==> config.mk <==
export PLATFORM = sky130hd
export DESIGN_NAME = epaa_core
export DESIGN_NICKNAME = d
export VERILOG_FILES = /design/src/core/epaa_pkg.sv /design/src/core/epaa_core.sv /design/src/core/epaa_pinmux.sv
export SDC_FILE = /design/constraint.sdc
export NUM_CORES = 1
export LEC_CHECK = 0
export BUFFER_PORTS_ARGS = -buffer_cell sky130_fd_sc_hd__buf_2
export CORE_AREA = 2 2 173 175
export DETAILED_ROUTE_END_ITERATION = 8
export DIE_AREA = 0 0 175 177
export PLACE_DENSITY = 0.63
export SYNTH_ARGS = -nofsm -noshare
export SYNTH_HDL_FRONTEND = slang
export SYNTH_SLANG_ARGS = --single-unit
==> constraint.sdc <==
create_clock -name core_clk -period 21.1 [get_ports core_clk]
set_clock_uncertainty 0.05 [all_clocks]
set_input_delay 1.055 -clock core_clk [delete_from_list [all_inputs] [get_ports core_clk]]
set_output_delay 1.055 -clock core_clk [all_outputs]
set_load 0.01 [all_outputs]
==> src/core/epaa_pkg.sv <==
// package for the external port asynchronous access block
// assumes a single core clock domain at 10 MHz
package epaa_pkg;
	localparam int ADDR_W      = 24;
	localparam int DATA_W      = 32;
	localparam int BANKS       = 2;
	localparam int FLAG_PINS   = 4;
	localparam int CLK_NS      = 100;
	// least strobe time in ns and its cycle count (rounded up, at least one)
	localparam int STROBE_NS   = 100;
	localparam int STROBE_CYC  = (STROBE_NS + CLK_NS - 1) / CLK_NS;
	// pin function codes, two bits per pin
	localparam logic [1:0] FN_MEM   = 2'h0;
	localparam logic [1:0] FN_AUDIO = 2'h1;
	localparam logic [1:0] FN_FLAG  = 2'h2;
	localparam logic [1:0] FN_PWM   = 2'h3;
	// audio input widths
	localparam logic AUDIO_W20 = 1'h0;
	localparam logic AUDIO_W16 = 1'h1;
	typedef enum logic [1:0] {
		EPAA_IDLE   = 2'b00,
		EPAA_SETUP  = 2'b01,
		EPAA_STROBE = 2'b11,
		EPAA_DONE   = 2'b10
	} epaa_state_t;
endpackage : epaa_pkg

==> src/core/epaa_core.sv <==
// external port asynchronous access: address, strobes, selects, data bus muxing
// assumes a core-side request port held until taken while req_ready, inputs synchronous to core_clk
// assumes ack is synchronous; a source in another clock domain needs a synchroniser first
// assumes the small-memory variant is picked by parameter, refusing 16-bit audio at load
//
// Contract
// - every external access shows its target on the 24-bit address output.
// - each data bus pin serves memory data, audio input, flag or pwm as configured.
// - after reset all pins are memory data except flags 0 to 3 which are flags.
// - the input data channel samples words from the data pins when so selected.
// - the small-memory variant never offers 16-bit audio input on the data bus.
// - a low acknowledge holds the access open until it returns high.
// - the read strobe is low for each word read and high otherwise.
// - the write strobe is low for each word written and high otherwise.
// - bank selects are decoded with the address and idle high.
// - a conditional access drives bank selects even when its condition is false.
`timescale 1ns/1ps
module epaa_core
	import epaa_pkg::*;
#(
	parameter int  WIDTH       = DATA_W,
	parameter int  AW          = ADDR_W,
	parameter int  NBANK       = BANKS,
	parameter bit  SMALL_MEM   = 1'b0,
	parameter int  STROBE_MIN  = STROBE_CYC
) (
	input  wire logic                 core_clk,
	input  wire logic                 reset,
	// core request port
	input  wire logic                 req_valid,
	input  wire logic                 req_write,
	input  wire logic                 req_cond_true,
	input  wire logic [AW-1:0]        req_addr,
	input  wire logic [$clog2(NBANK)-1:0] req_bank,
	input  wire logic [WIDTH-1:0]     req_wdata,
	output logic                      req_ready,
	output logic                      resp_valid,
	output logic [WIDTH-1:0]          resp_rdata,
	// configuration
	input  wire logic                 cfg_load,
	input  wire logic [2*WIDTH-1:0]   cfg_pin_fn,
	input  wire logic                 cfg_audio_en,
	input  wire logic                 cfg_audio_width,
	input  wire logic [WIDTH-1:0]     flag_out,
	input  wire logic [WIDTH-1:0]     flag_drive,
	input  wire logic [WIDTH-1:0]     pwm_out,
	output logic [WIDTH-1:0]          flag_in,
	output logic                      audio_valid,
	output logic [WIDTH-1:0]          audio_word,
	// pins
	output logic [AW-1:0]             addr,
	output logic                      rd_n,
	output logic                      wr_n,
	output logic [NBANK-1:0]          bank_select_n,
	input  wire logic                 ack,
	input  wire logic [WIDTH-1:0]     data_in,
	output logic [WIDTH-1:0]          data_out,
	output logic [WIDTH-1:0]          data_oe_n
);
	// pin functions after reset: flags on the lowest pins
	function automatic logic [2*WIDTH-1:0] reset_fn();
		logic [2*WIDTH-1:0] v;
		v = '0;
		for (int k = 0; k < FLAG_PINS; k++) begin
			v[2*k +: 2] = FN_FLAG;
		end
		return v;
	endfunction : reset_fn

	epaa_state_t          state;
	epaa_state_t          next_state;
	logic [2*WIDTH-1:0]   pin_fn;
	logic                 audio_en;
	logic                 audio_width;
	logic                 is_write;
	logic                 do_strobe;
	logic [WIDTH-1:0]     wdata;
	logic [7:0]           strobe_cnt;
	wire                  strobe_met = (strobe_cnt >= 8'(STROBE_MIN));
	wire                  width_ok   = !(SMALL_MEM && cfg_audio_width == AUDIO_W16);

	// decoded sequencer conditions and selections
	wire                  take         = (state == EPAA_IDLE) && req_valid;
	wire                  in_strobe    = (state == EPAA_STROBE);
	wire                  strobe_on    = (next_state == EPAA_STROBE);
	wire                  strobe_end   = in_strobe && (next_state == EPAA_DONE);
	wire                  read_end     = strobe_end && !is_write;
	wire                  access_end   = (state == EPAA_DONE);
	wire                  loaded_width = width_ok ? cfg_audio_width : AUDIO_W20;
	wire [7:0]            cnt_step     = strobe_met ? strobe_cnt : strobe_cnt + 8'h01;
	wire [NBANK-1:0]      sel_decode   = ~(NBANK'(1) << req_bank);

	// configuration, loaded with its reset defaults
	always_ff @(posedge core_clk or posedge reset) begin
		if (reset) begin
			pin_fn      <= reset_fn();
			audio_en    <= 1'b0;
			audio_width <= AUDIO_W20;
		end else if (cfg_load) begin
			pin_fn      <= cfg_pin_fn;
			audio_en    <= cfg_audio_en;
			audio_width <= loaded_width;
		end
	end

	// access sequencer: idle, setup (address settles), strobe (stretched by low ack), done
	// a false condition skips the strobe but still walks the selects through setup and done
	always_comb begin
		next_state = state;
		unique case (state)
			EPAA_IDLE:   if (req_valid) next_state = EPAA_SETUP;
			EPAA_SETUP:  next_state = do_strobe ? EPAA_STROBE : EPAA_DONE;
			EPAA_STROBE: if (strobe_met && ack) next_state = EPAA_DONE;
			EPAA_DONE:   next_state = EPAA_IDLE;
		endcase
	end

	// a new request is taken only while idle, so accesses never overlap
	assign req_ready = (state == EPAA_IDLE);

	// sequencer state
	always_ff @(posedge core_clk or posedge reset) begin
		if (reset) begin
			state <= EPAA_IDLE;
		end else begin
			state <= next_state;
		end
	end

	// address, selects and the captured request, held for the whole access
	always_ff @(posedge core_clk or posedge reset) begin
		if (reset) begin
			addr          <= '0;
			bank_select_n <= '1;
			is_write      <= 1'b0;
			do_strobe     <= 1'b0;
			wdata         <= '0;
		end else if (take) begin
			addr          <= req_addr;
			bank_select_n <= sel_decode; // selects move with the address
			is_write      <= req_write;
			do_strobe     <= req_cond_true; // false condition: selects only
			wdata         <= req_wdata;
		end else if (access_end) begin
			bank_select_n <= '1; // released once the access ends
		end
	end

	// strobes: low only in the strobe state, never both at once
	always_ff @(posedge core_clk or posedge reset) begin
		if (reset) begin
			rd_n <= 1'b1;
			wr_n <= 1'b1;
		end else begin
			rd_n <= !(strobe_on && !is_write);
			wr_n <= !(strobe_on && is_write);
		end
	end

	// strobe width counter, saturating so a long wait cannot wrap it
	always_ff @(posedge core_clk or posedge reset) begin
		if (reset) begin
			strobe_cnt <= '0;
		end else if (strobe_on) begin
			strobe_cnt <= in_strobe ? cnt_step : 8'h01;
		end else begin
			strobe_cnt <= '0;
		end
	end

	// read data taken at the edge that ends the strobe, response pulse at the edge that ends done
	always_ff @(posedge core_clk or posedge reset) begin
		if (reset) begin
			resp_valid <= 1'b0;
			resp_rdata <= '0;
		end else begin
			resp_valid <= access_end;
			if (read_end) begin
				resp_rdata <= data_in;
			end
		end
	end

	// flag inputs follow the pins every cycle
	always_ff @(posedge core_clk or posedge reset) begin
		if (reset) begin
			flag_in <= '0;
		end else begin
			flag_in <= data_in;
		end
	end

	// parallel audio sampling on the input data channel
	always_ff @(posedge core_clk or posedge reset) begin
		if (reset) begin
			audio_valid <= 1'b0;
			audio_word  <= '0;
		end else begin
			audio_valid <= audio_en;
			if (audio_en) begin
				audio_word <= (audio_width == AUDIO_W16) ?
					{{(WIDTH-16){1'b0}}, data_in[15:0]} : data_in;
			end
		end
	end

	// memory data drives only during a write strobe
	wire mem_drive = !wr_n;

	epaa_pinmux #(
		.WIDTH (WIDTH)
	) u_pinmux (
		.pin_fn     (pin_fn),
		.mem_out    (wdata),
		.mem_drive  (mem_drive),
		.flag_out   (flag_out),
		.flag_drive (flag_drive),
		.pwm_out    (pwm_out),
		.pin_out    (data_out),
		.pin_oe_n   (data_oe_n)
	);
endmodule : epaa_core

==> src/core/epaa_pinmux.sv <==
// per-pin function selection for the external data bus
// assumes function codes are held stable by the caller
`timescale 1ns/1ps
module epaa_pinmux
	import epaa_pkg::*;
#(
	parameter int WIDTH = DATA_W
) (
	input  wire logic [2*WIDTH-1:0] pin_fn,
	input  wire logic [WIDTH-1:0]   mem_out,
	input  wire logic               mem_drive,
	input  wire logic [WIDTH-1:0]   flag_out,
	input  wire logic [WIDTH-1:0]   flag_drive,
	input  wire logic [WIDTH-1:0]   pwm_out,
	output logic      [WIDTH-1:0]   pin_out,
	output logic      [WIDTH-1:0]   pin_oe_n
);
	// each pin chooses its source by its own code
	genvar i;
	generate
		for (i = 0; i < WIDTH; i++) begin : g_pin
			wire [1:0] fn = pin_fn[2*i +: 2];
			assign pin_out[i]  = (fn == FN_FLAG) ? flag_out[i] :
				(fn == FN_PWM) ? pwm_out[i] : mem_out[i];
			assign pin_oe_n[i] = (fn == FN_MEM)  ? ~mem_drive :
				(fn == FN_FLAG) ? ~flag_drive[i] :
				(fn == FN_PWM)  ? 1'b0 : 1'b1; // audio pins only listen
		end
	endgenerate
endmodule : epaa_pinmux

After elaboration in Yosys (flattened, before gate mapping)
Index checks and enable logic that the tools add are counted.
W data, S select, Z words.
Word-level totals
  register bits after elaboration: 236
  input bits: 258
  output and inout bits: 191
  word-level logic and storage cells: 336
Cells by class
  add/sub/neg operators: 1
  $lt $le $gt $ge: 1
  eq/ne operators: 70
  shift operators: 1
  mux-type cells: 170
  bitwise gates (word level): 33
  reduce and logical (&&, ||, !) cells: 43
Operators by type and width (count)
  $mux W1: 161
  $eq A2 B2 Y1 const B: 68
  $logic_not A2 Y1: 33
  $mux W32: 1
  $not A1 Y1: 32
  $mux W8: 3
  $add A8 B1 Y8 const B: 1
  $ge A8 B1 Y1 const B: 1
  $mux W2: 4
  $pmux W2 S4: 1
  $logic_and A1 B1 Y1: 6
  $logic_not A1 Y1: 3
  $ne A3 B3 Y1 const B: 1
  $eq A2 B1 Y1 const B: 1
  $not A2 Y2: 1
  $reduce_bool A2 Y1: 1
  $shl A1 B1 Y2 const A: 1

Depth between registers and ports, before layout
Gate-level depths: netlist of run 1.
  depth after elaboration: 7
  gate-level depth with buffers: 6
  mapped depth without buffers: 5

Cells and area by module
Synthesis of run 1 repeated with hierarchy kept, for this count alone.
Unflattened totals
  cells, all modules: 685
  area total of the unflattened synthesis: 9741.8 um^2
Modules (own cells, without submodules)
  epaa_core: times used 1, cells an instance 521, area each 8660.8 um^2, sequential area each 5915.7 um^2
  epaa_pinmux: times used 1, cells an instance 164, area each 1081.0 um^2, sequential area each 0.0 um^2

Worst setup path after synthesis of run 1
No wires, ideal clock.
  path kind: input to output
  from: input port flag_drive[0]
  to: output port data_oe_n[0]
  data arrival time: 1.370 ns
  required time: 19.995 ns
  setup slack: 18.625 ns
  cell stages on the path: 2
  path buffers: 0
  cell sequence: o21ai_0 > o31a_1
On the way
  longest elaborated chain between the ends: 3
RTL lines
  start: declaration: RTL line epaa_core.sv:45  | input wire logic [WIDTH-1:0] flag_drive,
  $not A1 Y1: RTL line epaa_pinmux.sv:26  | (fn == FN_FLAG) ? ~flag_drive[i] :
  $mux W1: RTL line epaa_pinmux.sv:26
  $mux W1: RTL line epaa_pinmux.sv:25  | assign pin_oe_n[i] = (fn == FN_MEM) ? ~mem_drive :
  end: declaration: RTL line epaa_core.sv:58  | output logic [WIDTH-1:0] data_oe_n
Every way passes these cells.

Worst setup path after layout of run 1
  from: register wr_n
  to: output port data_oe_n[17]
On the way
  longest elaborated chain between the ends: 1
RTL lines
  start: declaration: RTL line epaa_core.sv:53  | output logic wr_n,
  start signal: assignment: RTL line epaa_core.sv:156  | wr_n <= !(strobe_on && is_write);
  $mux W1: RTL line epaa_pinmux.sv:25
Every way passes these cells.

==> run_results.csv, run 1 <==
group,metric,value,unit
status,outcome,"finished, final reports clean",
drt,viasPerCell,4.66,
timing,unrepaired_setup_endpoints_after_global_routing,"false",
finish,post_route_cells_drive_above_1_share,0.589,
finish,fill_cells,2751,
clock_network,cts_inserted_buffers,25,
timing,hold_ws,0.452,ns
synthesis,unique_masters_post_synth,35,
clock_network,cts_setup_buffers,0,
worst_setup_path,worst_setup_path_end_kind,"output port",
timing,highest_clock_frequency_the_design_can_meet,321,MHz
power,p_per_area,116,nW/um^2
worst_setup_path,cp_cell_sequence,"o31a_1 > buf_2",
power,leakage,6.35,nW
clock_network,clock-sinks,236,
timing,final_hold_viol_count,0,
synthesis,syn_area_per_cell,14.2,sq um
synthesis,post_synth_inst_count,683,
finish,layout-area-overhead-vs-synth,35.6,%
global_route,grt_first_pass_wirelength,40400,microns
global_route,initial_antenna_violation_count,6,
timing,setup-violations-final,0,
drt,drcViolationCount,0,
clock_network,cts_tree,"built",
placed_design,gpl.final_weighted_congestion,0.766,
worst_setup_path,max_stage_delay,1.06,ns
worst_setup_path,critPathLaunchType,"register",
synthesis,yosys_warnings,0,
clock_network,max-clock-path-buffers,3,
synthesis,synth.net_count,944,
clock_network,clkTransAtPathRegs,0.06,ns
worst_setup_path,path_delay_family,"flip-flops",
placed_design,numPortBuffers,448,
drt,drt.antenna.violating_nets,0,
timing,crit_path_time_final,3.11,ns
clock_network,insertion_delay,0.52,ns
global_route,grt_pass1_vias,7451,
synthesis,synth_enable_flop_cells,0,
timing,worst_pin_slew,0.954,ns
drt,vias,7200,
finish,design.final.nets,1396,
drt,wire_length_reported_by_the_detailed_router,26800,microns
placed_design,hpwlAfterDp,19600,microns
clock_network,postcts_resize_cnt,0,
worst_setup_path,cpMaxStageDelayCell,"sky130_fd_sc_hd__dfstp_2",
timing,slew_margin_rel,0.364,
drt,drtPass1Iterations,4,
die,design.portCount,449,
worst_setup_path,buffers_plus_inverters_on_the_worst_setup_path,1,
synthesis,synth.area.top_cells,"sky130_fd_sc_hd__dfrtp_1 59%, sky130_fd_sc_hd__mux2_2 17%, sky130_fd_sc_hd__mux2_4 4.7%",
global_route,grt_start_max_net_pins,101,
die,start_util,0.331,
worst_setup_path,timing.critical_path.required,20.00,ns
global_route,grt_overflow,0,
hold_path,worstHoldPathType,"register to register",
clock_network,post_cts_hold_buffer_count,0,
die,placement_rows,63,
synthesis,synth_async_sr_flop_share,1.00,
clock_network,clock_tree.htree_level_count,1,
finish,final_util,0.448,
global_route,grt_use_total,0.165,
synthesis,ys_seq_area_frac,0.612,
worst_setup_path,critPathArrivalTime,2.01,ns
timing,setup-tns-final,0,ns
synthesis,dominantRegCellSynth,"sky130_fd_sc_hd__dfrtp_1",
timing,post-route-period-util,0.147,
job,drv.max_cap_violation_count,0,
drt,detail_route.wl_per_cell,17.4,microns
die,die_w,175,microns
synthesis,mappedNetlistArea,9670,sq um
timing,slew_violations,0,
synthesis,synth_top_cell_by_area,"sky130_fd_sc_hd__dfrtp_1",
synthesis,synth_top_area_frac,0.590,
drt,initialDrtViolationCount,226,
synthesis,ys_seq_elements,236,
worst_setup_path,worstPathMaxFanout,33,
clock_network,cts_root_buffer,"sky130_fd_sc_hd__clkbuf_16",
die,core_region_area,29200,sq um
die,die_area,31000,sq um
worst_setup_path,worstSetupPathType,"register to output port",
die,floorplan.die.height,177,microns
power,worst_ir_drop_vdd,0.0841,mV
-- cells in the final DEF (no fill, tap or decap), types with 2 or more instances in the layout --
master and count:
sky130_fd_sc_hd__nor2_1 35, sky130_fd_sc_hd__clkbuf_8 8, sky130_fd_sc_hd__o31a_1 33, sky130_fd_sc_hd__clkbuf_16 25, sky130_fd_sc_hd__o22ai_1 15, sky130_fd_sc_hd__mux2_4 30, sky130_fd_sc_hd__diode_2 2, sky130_fd_sc_hd__inv_1 19
sky130_fd_sc_hd__buf_2 448, sky130_fd_sc_hd__ha_1 3, sky130_fd_sc_hd__dfstp_2 8, sky130_fd_sc_hd__a21oi_1 35, sky130_fd_sc_hd__and2_1 5, sky130_fd_sc_hd__clkbuf_1 6, sky130_fd_sc_hd__o21ai_0 35, sky130_fd_sc_hd__clkinvlp_4 2
sky130_fd_sc_hd__clkinv_2 2, sky130_fd_sc_hd__dfrtp_1 227, sky130_fd_sc_hd__nand2_1 17, sky130_fd_sc_hd__buf_4 5, sky130_fd_sc_hd__mux2_2 142, sky130_fd_sc_hd__mux2i_1 32
-- where the power goes --
group / leakage [nW] / internal (mW) / switching (mW) / total (mW)
logic: 3.15 / 0.235 / 0.191 / 0.426
registers: 2.81 / 0.577 / 0.0920 / 0.669
clock network: 0.385 / 0.246 / 0.176 / 0.422
-- logic make-up after synthesis --
| logic type | share of synthesized area |
|---|---|
| DFF | 0.612 |
| muxes | 0.245 |
| AOI/OAI and AO/OA | 0.0827 |
| and+or+nand+nor | 0.0344 |
| buffers and inverters | 0.0223 |
| adders and majority gates | 0.00388 |
-- final cells by class --
cell class | instances | area (sq um) | area share
Tap cell | 390 | 488 | 0.0372
Clock buffer | 39 | 758 | 0.0578
Clock inverter | 5 | 33.8 | 0.00258
Sequential cell | 236 | 5920 | 0.451
Multi-Input combinational cell | 399 | 3540 | 0.270
Antenna cell | 2 | 5.00 | 0.000382
Inverter | 20 | 82.6 | 0.00630
Timing Repair Buffer | 453 | 2280 | 0.174
-- path summary, 6_finish.rpt --
kind	startpoint	to	slack (ns)	cells past startpoint
max	wr_n	data_oe_n[17]	17.99	2
max reg2reg	strobe_cnt[0]	resp_rdata[31]	18.85	6
min	addr[1]	addr[1]	0.45	1
min in group asynchronous	reset	addr[5]	0.59	2
max in group asynchronous	reset	pin_fn[11]	19.00	3
min reg2reg	addr[1]	addr[1]	0.45	1
-- synth_stat cells, drive strengths merged (8+ instances only) --
library cell and instances:
nand2 18, clkbuf 12, o31a 33, dfstp 8
mux2 172, inv 20, o21ai 35, a21oi 35
buf 16, dfrtp 228, mux2i 32, nor2 35
o22ai 15
-- stage by stage --
step	total power [mW]	cells	instance area, sq um	worst slack, ns
after floorplan	0.921	683	9670	13.53
after global placement	1.10	1498	12300	18.37
after detailed placement	1.11	1498	12300	18.34
after CTS	1.54	1542	13100	17.94
after global routing	1.61	1543	13100	17.88
final	1.52	1544	13100	17.99
-- routing by layer --
| metal | up-vias | track usage | part of all wire |
|---|---|---|---|
| li1 | 3368 | - | - |
| met1 | 3470 | 0.198 | 0.39 |
| met2 | 319 | 0.285 | 0.48 |
| met3 | 37 | 0.0619 | 0.11 |
| met4 | 6 | 0.0354 | 0.015 |
| met5 | - | 0 | 0.0013 |
-- sequential cells by signal, indices dropped and copies added, names as in the netlist, 2 cells and up --
name / count
addr: 24
audio_word: 32
bank_select_n: 2
flag_in: 32
pin_fn: 64
resp_rdata: 32
state: 2
strobe_cnt: 8
wdata: 32
(Power assumes the default switching activity.)
==> run 2, diff against run 1 <==
--- a/config.mk
+++ b/config.mk
@@ -5,11 +5,12 @@
 export SDC_FILE = /design/constraint.sdc
 export NUM_CORES = 1
 export LEC_CHECK = 0
+export ABC_AREA = 1
 export BUFFER_PORTS_ARGS = -buffer_cell sky130_fd_sc_hd__buf_2
-export CORE_AREA = 2 2 173 175
+export CORE_AREA = 2 2 177 179
 export DETAILED_ROUTE_END_ITERATION = 8
-export DIE_AREA = 0 0 175 177
-export PLACE_DENSITY = 0.63
+export DIE_AREA = 0 0 179 181
+export PLACE_DENSITY = 0.62
 export SYNTH_ARGS = -nofsm -noshare
 export SYNTH_HDL_FRONTEND = slang
 export SYNTH_SLANG_ARGS = --single-unit
==> constraint.sdc (replaced) <==
create_clock -name core_clk -period 2.9 [get_ports core_clk]
set_clock_uncertainty 0.05 [all_clocks]
set_input_delay 0.145 -clock core_clk [delete_from_list [all_inputs] [get_ports core_clk]]
set_output_delay 0.145 -clock core_clk [all_outputs]
set_load 0.01 [all_outputs]
==> run_results.csv, run 2 <==
group,metric,value,unit
status,outcome,"finished, final reports clean",
worst_setup_path,r2r-start,"state[1]",
drt,met2_length,15800,microns
finish,most-common-layout-cells,"447 x sky130_fd_sc_hd__buf_2, 237 x sky130_fd_sc_hd__nand2_1, 228 x sky130_fd_sc_hd__dfrtp_1",
synthesis,post_synth_inst_count,989,
synthesis,mappedNetlistArea,9910,sq um
clock_network,clock-sinks,236,
clock_network,max-clock-path-buffers,3,
finish,post_route_cells_drive_above_1_share,0.334,
die,die_area,32400,sq um
drt,detail_route.wl_per_cell,16.1,microns
global_route,grt_pass1_vias,9815,
timing,post-route-period-util,0.822,
synthesis,synth_async_sr_flop_share,1.00,
drt,initialDrtViolationCount,472,
global_route,grt_first_pass_wirelength,50200,microns
worst_setup_path,critPathArrivalTime,2.19,ns
global_route,grt_overflow,0,
placed_design,placement.setup.worst_slack,0.988,ns
finish,registers.top_by_ff_count,"pin_fn",
worst_setup_path,worstSetupPathType,"register to output port",
placed_design,place_area,12500,sq um
finish,design.final.nets,1855,
job,drv.max_cap_violation_count,0,
timing,slew_margin_rel,0.356,
die,die_w,179,microns
power,worst_ir_drop_vdd,0.487,mV
timing,highest_clock_frequency_the_design_can_meet,419,MHz
synthesis,ys_seq_area_frac,0.597,
worst_setup_path,cpMaxStageDelayCell,"sky130_fd_sc_hd__dfstp_2",
synthesis,unique_masters_post_synth,29,
clock_network,clock_tree.htree_level_count,1,
timing,worst_pin_slew,0.964,ns
synthesis,yosys_warnings,0,
timing,setup-violations-final,0,
synthesis,synth.area.top_cells,"sky130_fd_sc_hd__dfrtp_1 58%, sky130_fd_sc_hd__nand2_1 9.0%, sky130_fd_sc_hd__nand3_1 7.1%",
timing,crit_path_time_final,2.38,ns
power,total_power,11.3,mW
timing,final_critical_path_setup_slack,0.516,ns
synthesis,yosys.cell_count.top_type,"sky130_fd_sc_hd__nand2_1",
die,start_util,0.326,
drt,met3WireLength,2660,microns
worst_setup_path,worstPathMaxFanout,33,
die,floorplan.die.height,181,microns
drt,wl_met1,13100,microns
die,placement_rows,64,
clock_network,postcts_resize_cnt,0,
power,switching_share,0.338,
drt,drt.antenna.violating_nets,0,
drt,viasPerCell,4.67,
finish,final_cell_area,14900,sq um
placed_design,numPortBuffers,448,
global_route,grt_start_max_net_pins,64,
worst_setup_path,path_delay_family,"flip-flops",
drt,vias,9397,
power,leakage,7.67,nW
synthesis,yosys-top-cells-count,"237 x sky130_fd_sc_hd__nand2_1, 228 x sky130_fd_sc_hd__dfrtp_1, 141 x sky130_fd_sc_hd__nand3_1",
synthesis,syn_area_per_cell,10.0,sq um
clock_network,insertion_delay,0.52,ns
clock_network,cts_root_buffer,"sky130_fd_sc_hd__clkbuf_16",
hold_path,worstHoldPathType,"input pin to register",
drt,drcViolationCount,0,
finish,mostFrequentLayoutCell,"sky130_fd_sc_hd__buf_2",
clock_network,post_cts_hold_buffer_count,158,
power,p_seq_frac,0.421,
finish,layout-area-overhead-vs-synth,50.4,%
timing,unrepaired_setup_endpoints_after_global_routing,"false",
power,comb_power_share,0.308,
finish,largest_register_ffs,64,
hold_path,hold_path.startpoint,"ack",
drt,drtPass1Iterations,4,
timing,setup-tns-final,0,ns
timing,final_hold_viol_count,0,
power,internal_power,7.46,mW
global_route,initial_antenna_violation_count,3,
placed_design,hpwlAfterDp,23000,microns
placed_design,gpl.final_weighted_congestion,0.843,
synthesis,synth_top_area_frac,0.576,
worst_setup_path,worst_setup_path_end_kind,"output port",
worst_setup_path,critPathLaunchType,"register",
die,core_region_area,30300,sq um
worst_setup_path,cp_cell_sequence,"o21ai_0 > o31ai_1 > buf_2",
synthesis,synth.net_count,1250,
drt,highest-signal-layer,"met4",
timing,slew_violations,0,
worst_setup_path,critical_path.startpoint,"wr_n",
global_route,grt_use_total,0.194,
synthesis,synth_top_cell_by_area,"sky130_fd_sc_hd__dfrtp_1",
clock_network,cts_tree,"built",
clock_network,cts_inserted_buffers,26,
synthesis,dominantRegCellSynth,"sky130_fd_sc_hd__dfrtp_1",
clock_network,cts_setup_buffers,0,
clock_network,clkTransAtPathRegs,0.06,ns
synthesis,ys_seq_elements,236,
worst_setup_path,buffers_plus_inverters_on_the_worst_setup_path,1,
worst_setup_path,timing.critical_path.required,2.71,ns
die,design.portCount,449,
finish,final_util,0.491,
power,proportion_of_power_drawn_by_the_clock_network,0.271,
power,p_per_area,756,nW/um^2
drt,wire_length_reported_by_the_detailed_router,32400,microns
worst_setup_path,max_stage_delay,1.02,ns
synthesis,synth_enable_flop_cells,0,
power,switchingPower,3.81,mW
==> run 2: changes by cell type in the layout (fill, tap and decap cells not counted), sizes merged, moves of 60 or more <==
cell	before	now
inv	21	81
mux2	172	58
dlygate4sd3	0	158
nand3	1	141
o21ai	35	102
nand2	18	262
==> run 2: final timing paths <==
kind | to | slack [ns] | cells past startpoint
max | data_oe_n[25] | 0.52 | 3
min in group asynchronous | is_write | 0.34 | 3
min | wr_n | 0.04 | 5
max in group asynchronous | pin_fn[7] | 1.66 | 4
max reg2reg | wdata[21] | 1.00 | 3
min reg2reg | audio_word[4] | 0.42 | 2
==> run 2: per-stage QoR <==
stage                     hold slack, ns  instances
after floorplan                    0.126        989
after global placement             0.237       1804
after detailed placement           0.236       1804
after CTS                        0.00613       2008
after global routing              0.0553       2011
final                             0.0354       2011
==> run 2: per-layer routing <==
metal / up-vias / global-route usage
met5: - / 0
met4: 0 / 0.0589
met3: 64 / 0.0497
met2: 384 / 0.342
met1: 4459 / 0.228
li1: 4490 / -
==> run 2: cell type report <==
class / count / area [sq um]
Fill cell: 2811 / 15400
Sequential cell: 236 / 5920
Timing Repair Buffer: 618 / 3970
Multi-Input combinational cell: 630 / 3420
Clock buffer: 42 / 762
Tap cell: 396 / 495
Inverter: 82 / 312
Clock inverter: 4 / 20.0
Antenna cell: 3 / 7.51
==> run 2: power by group through the flow <==
stage,registers [mW],logic (mW),clock network (mW)
finish,4.75,3.47,3.06
global route,4.87,3.85,3.28
CTS,4.74,3.51,3.14
detailed placement,4.78,3.34,0
global placement,4.76,3.26,0
floorplan,4.87,1.85,0
==> run 2: worst register-to-register path: stages (launching register included) <==
cell                      delay (ns)
sky130_fd_sc_hd__dfrtp_1        0.48
sky130_fd_sc_hd__nor2_4         0.18
sky130_fd_sc_hd__nand2_4        0.48
sky130_fd_sc_hd__mux2_1         0.58
==> run 2: kinds of logic after synthesis <==
| group | Yosys count | synth area share |
|---|---|---|
| adder cells (fa/ha/maj) | 3 | 0.00379 |
| AND/OR/NAND/NOR | 430 | 0.197 |
| flip-flops | 236 | 0.597 |
| XOR/XNOR | 1 | 0.000884 |
| buffers and inverters | 123 | 0.0573 |
| multiplexers | 58 | 0.0659 |
| AO/OA/AOI/OAI | 138 | 0.0778 |
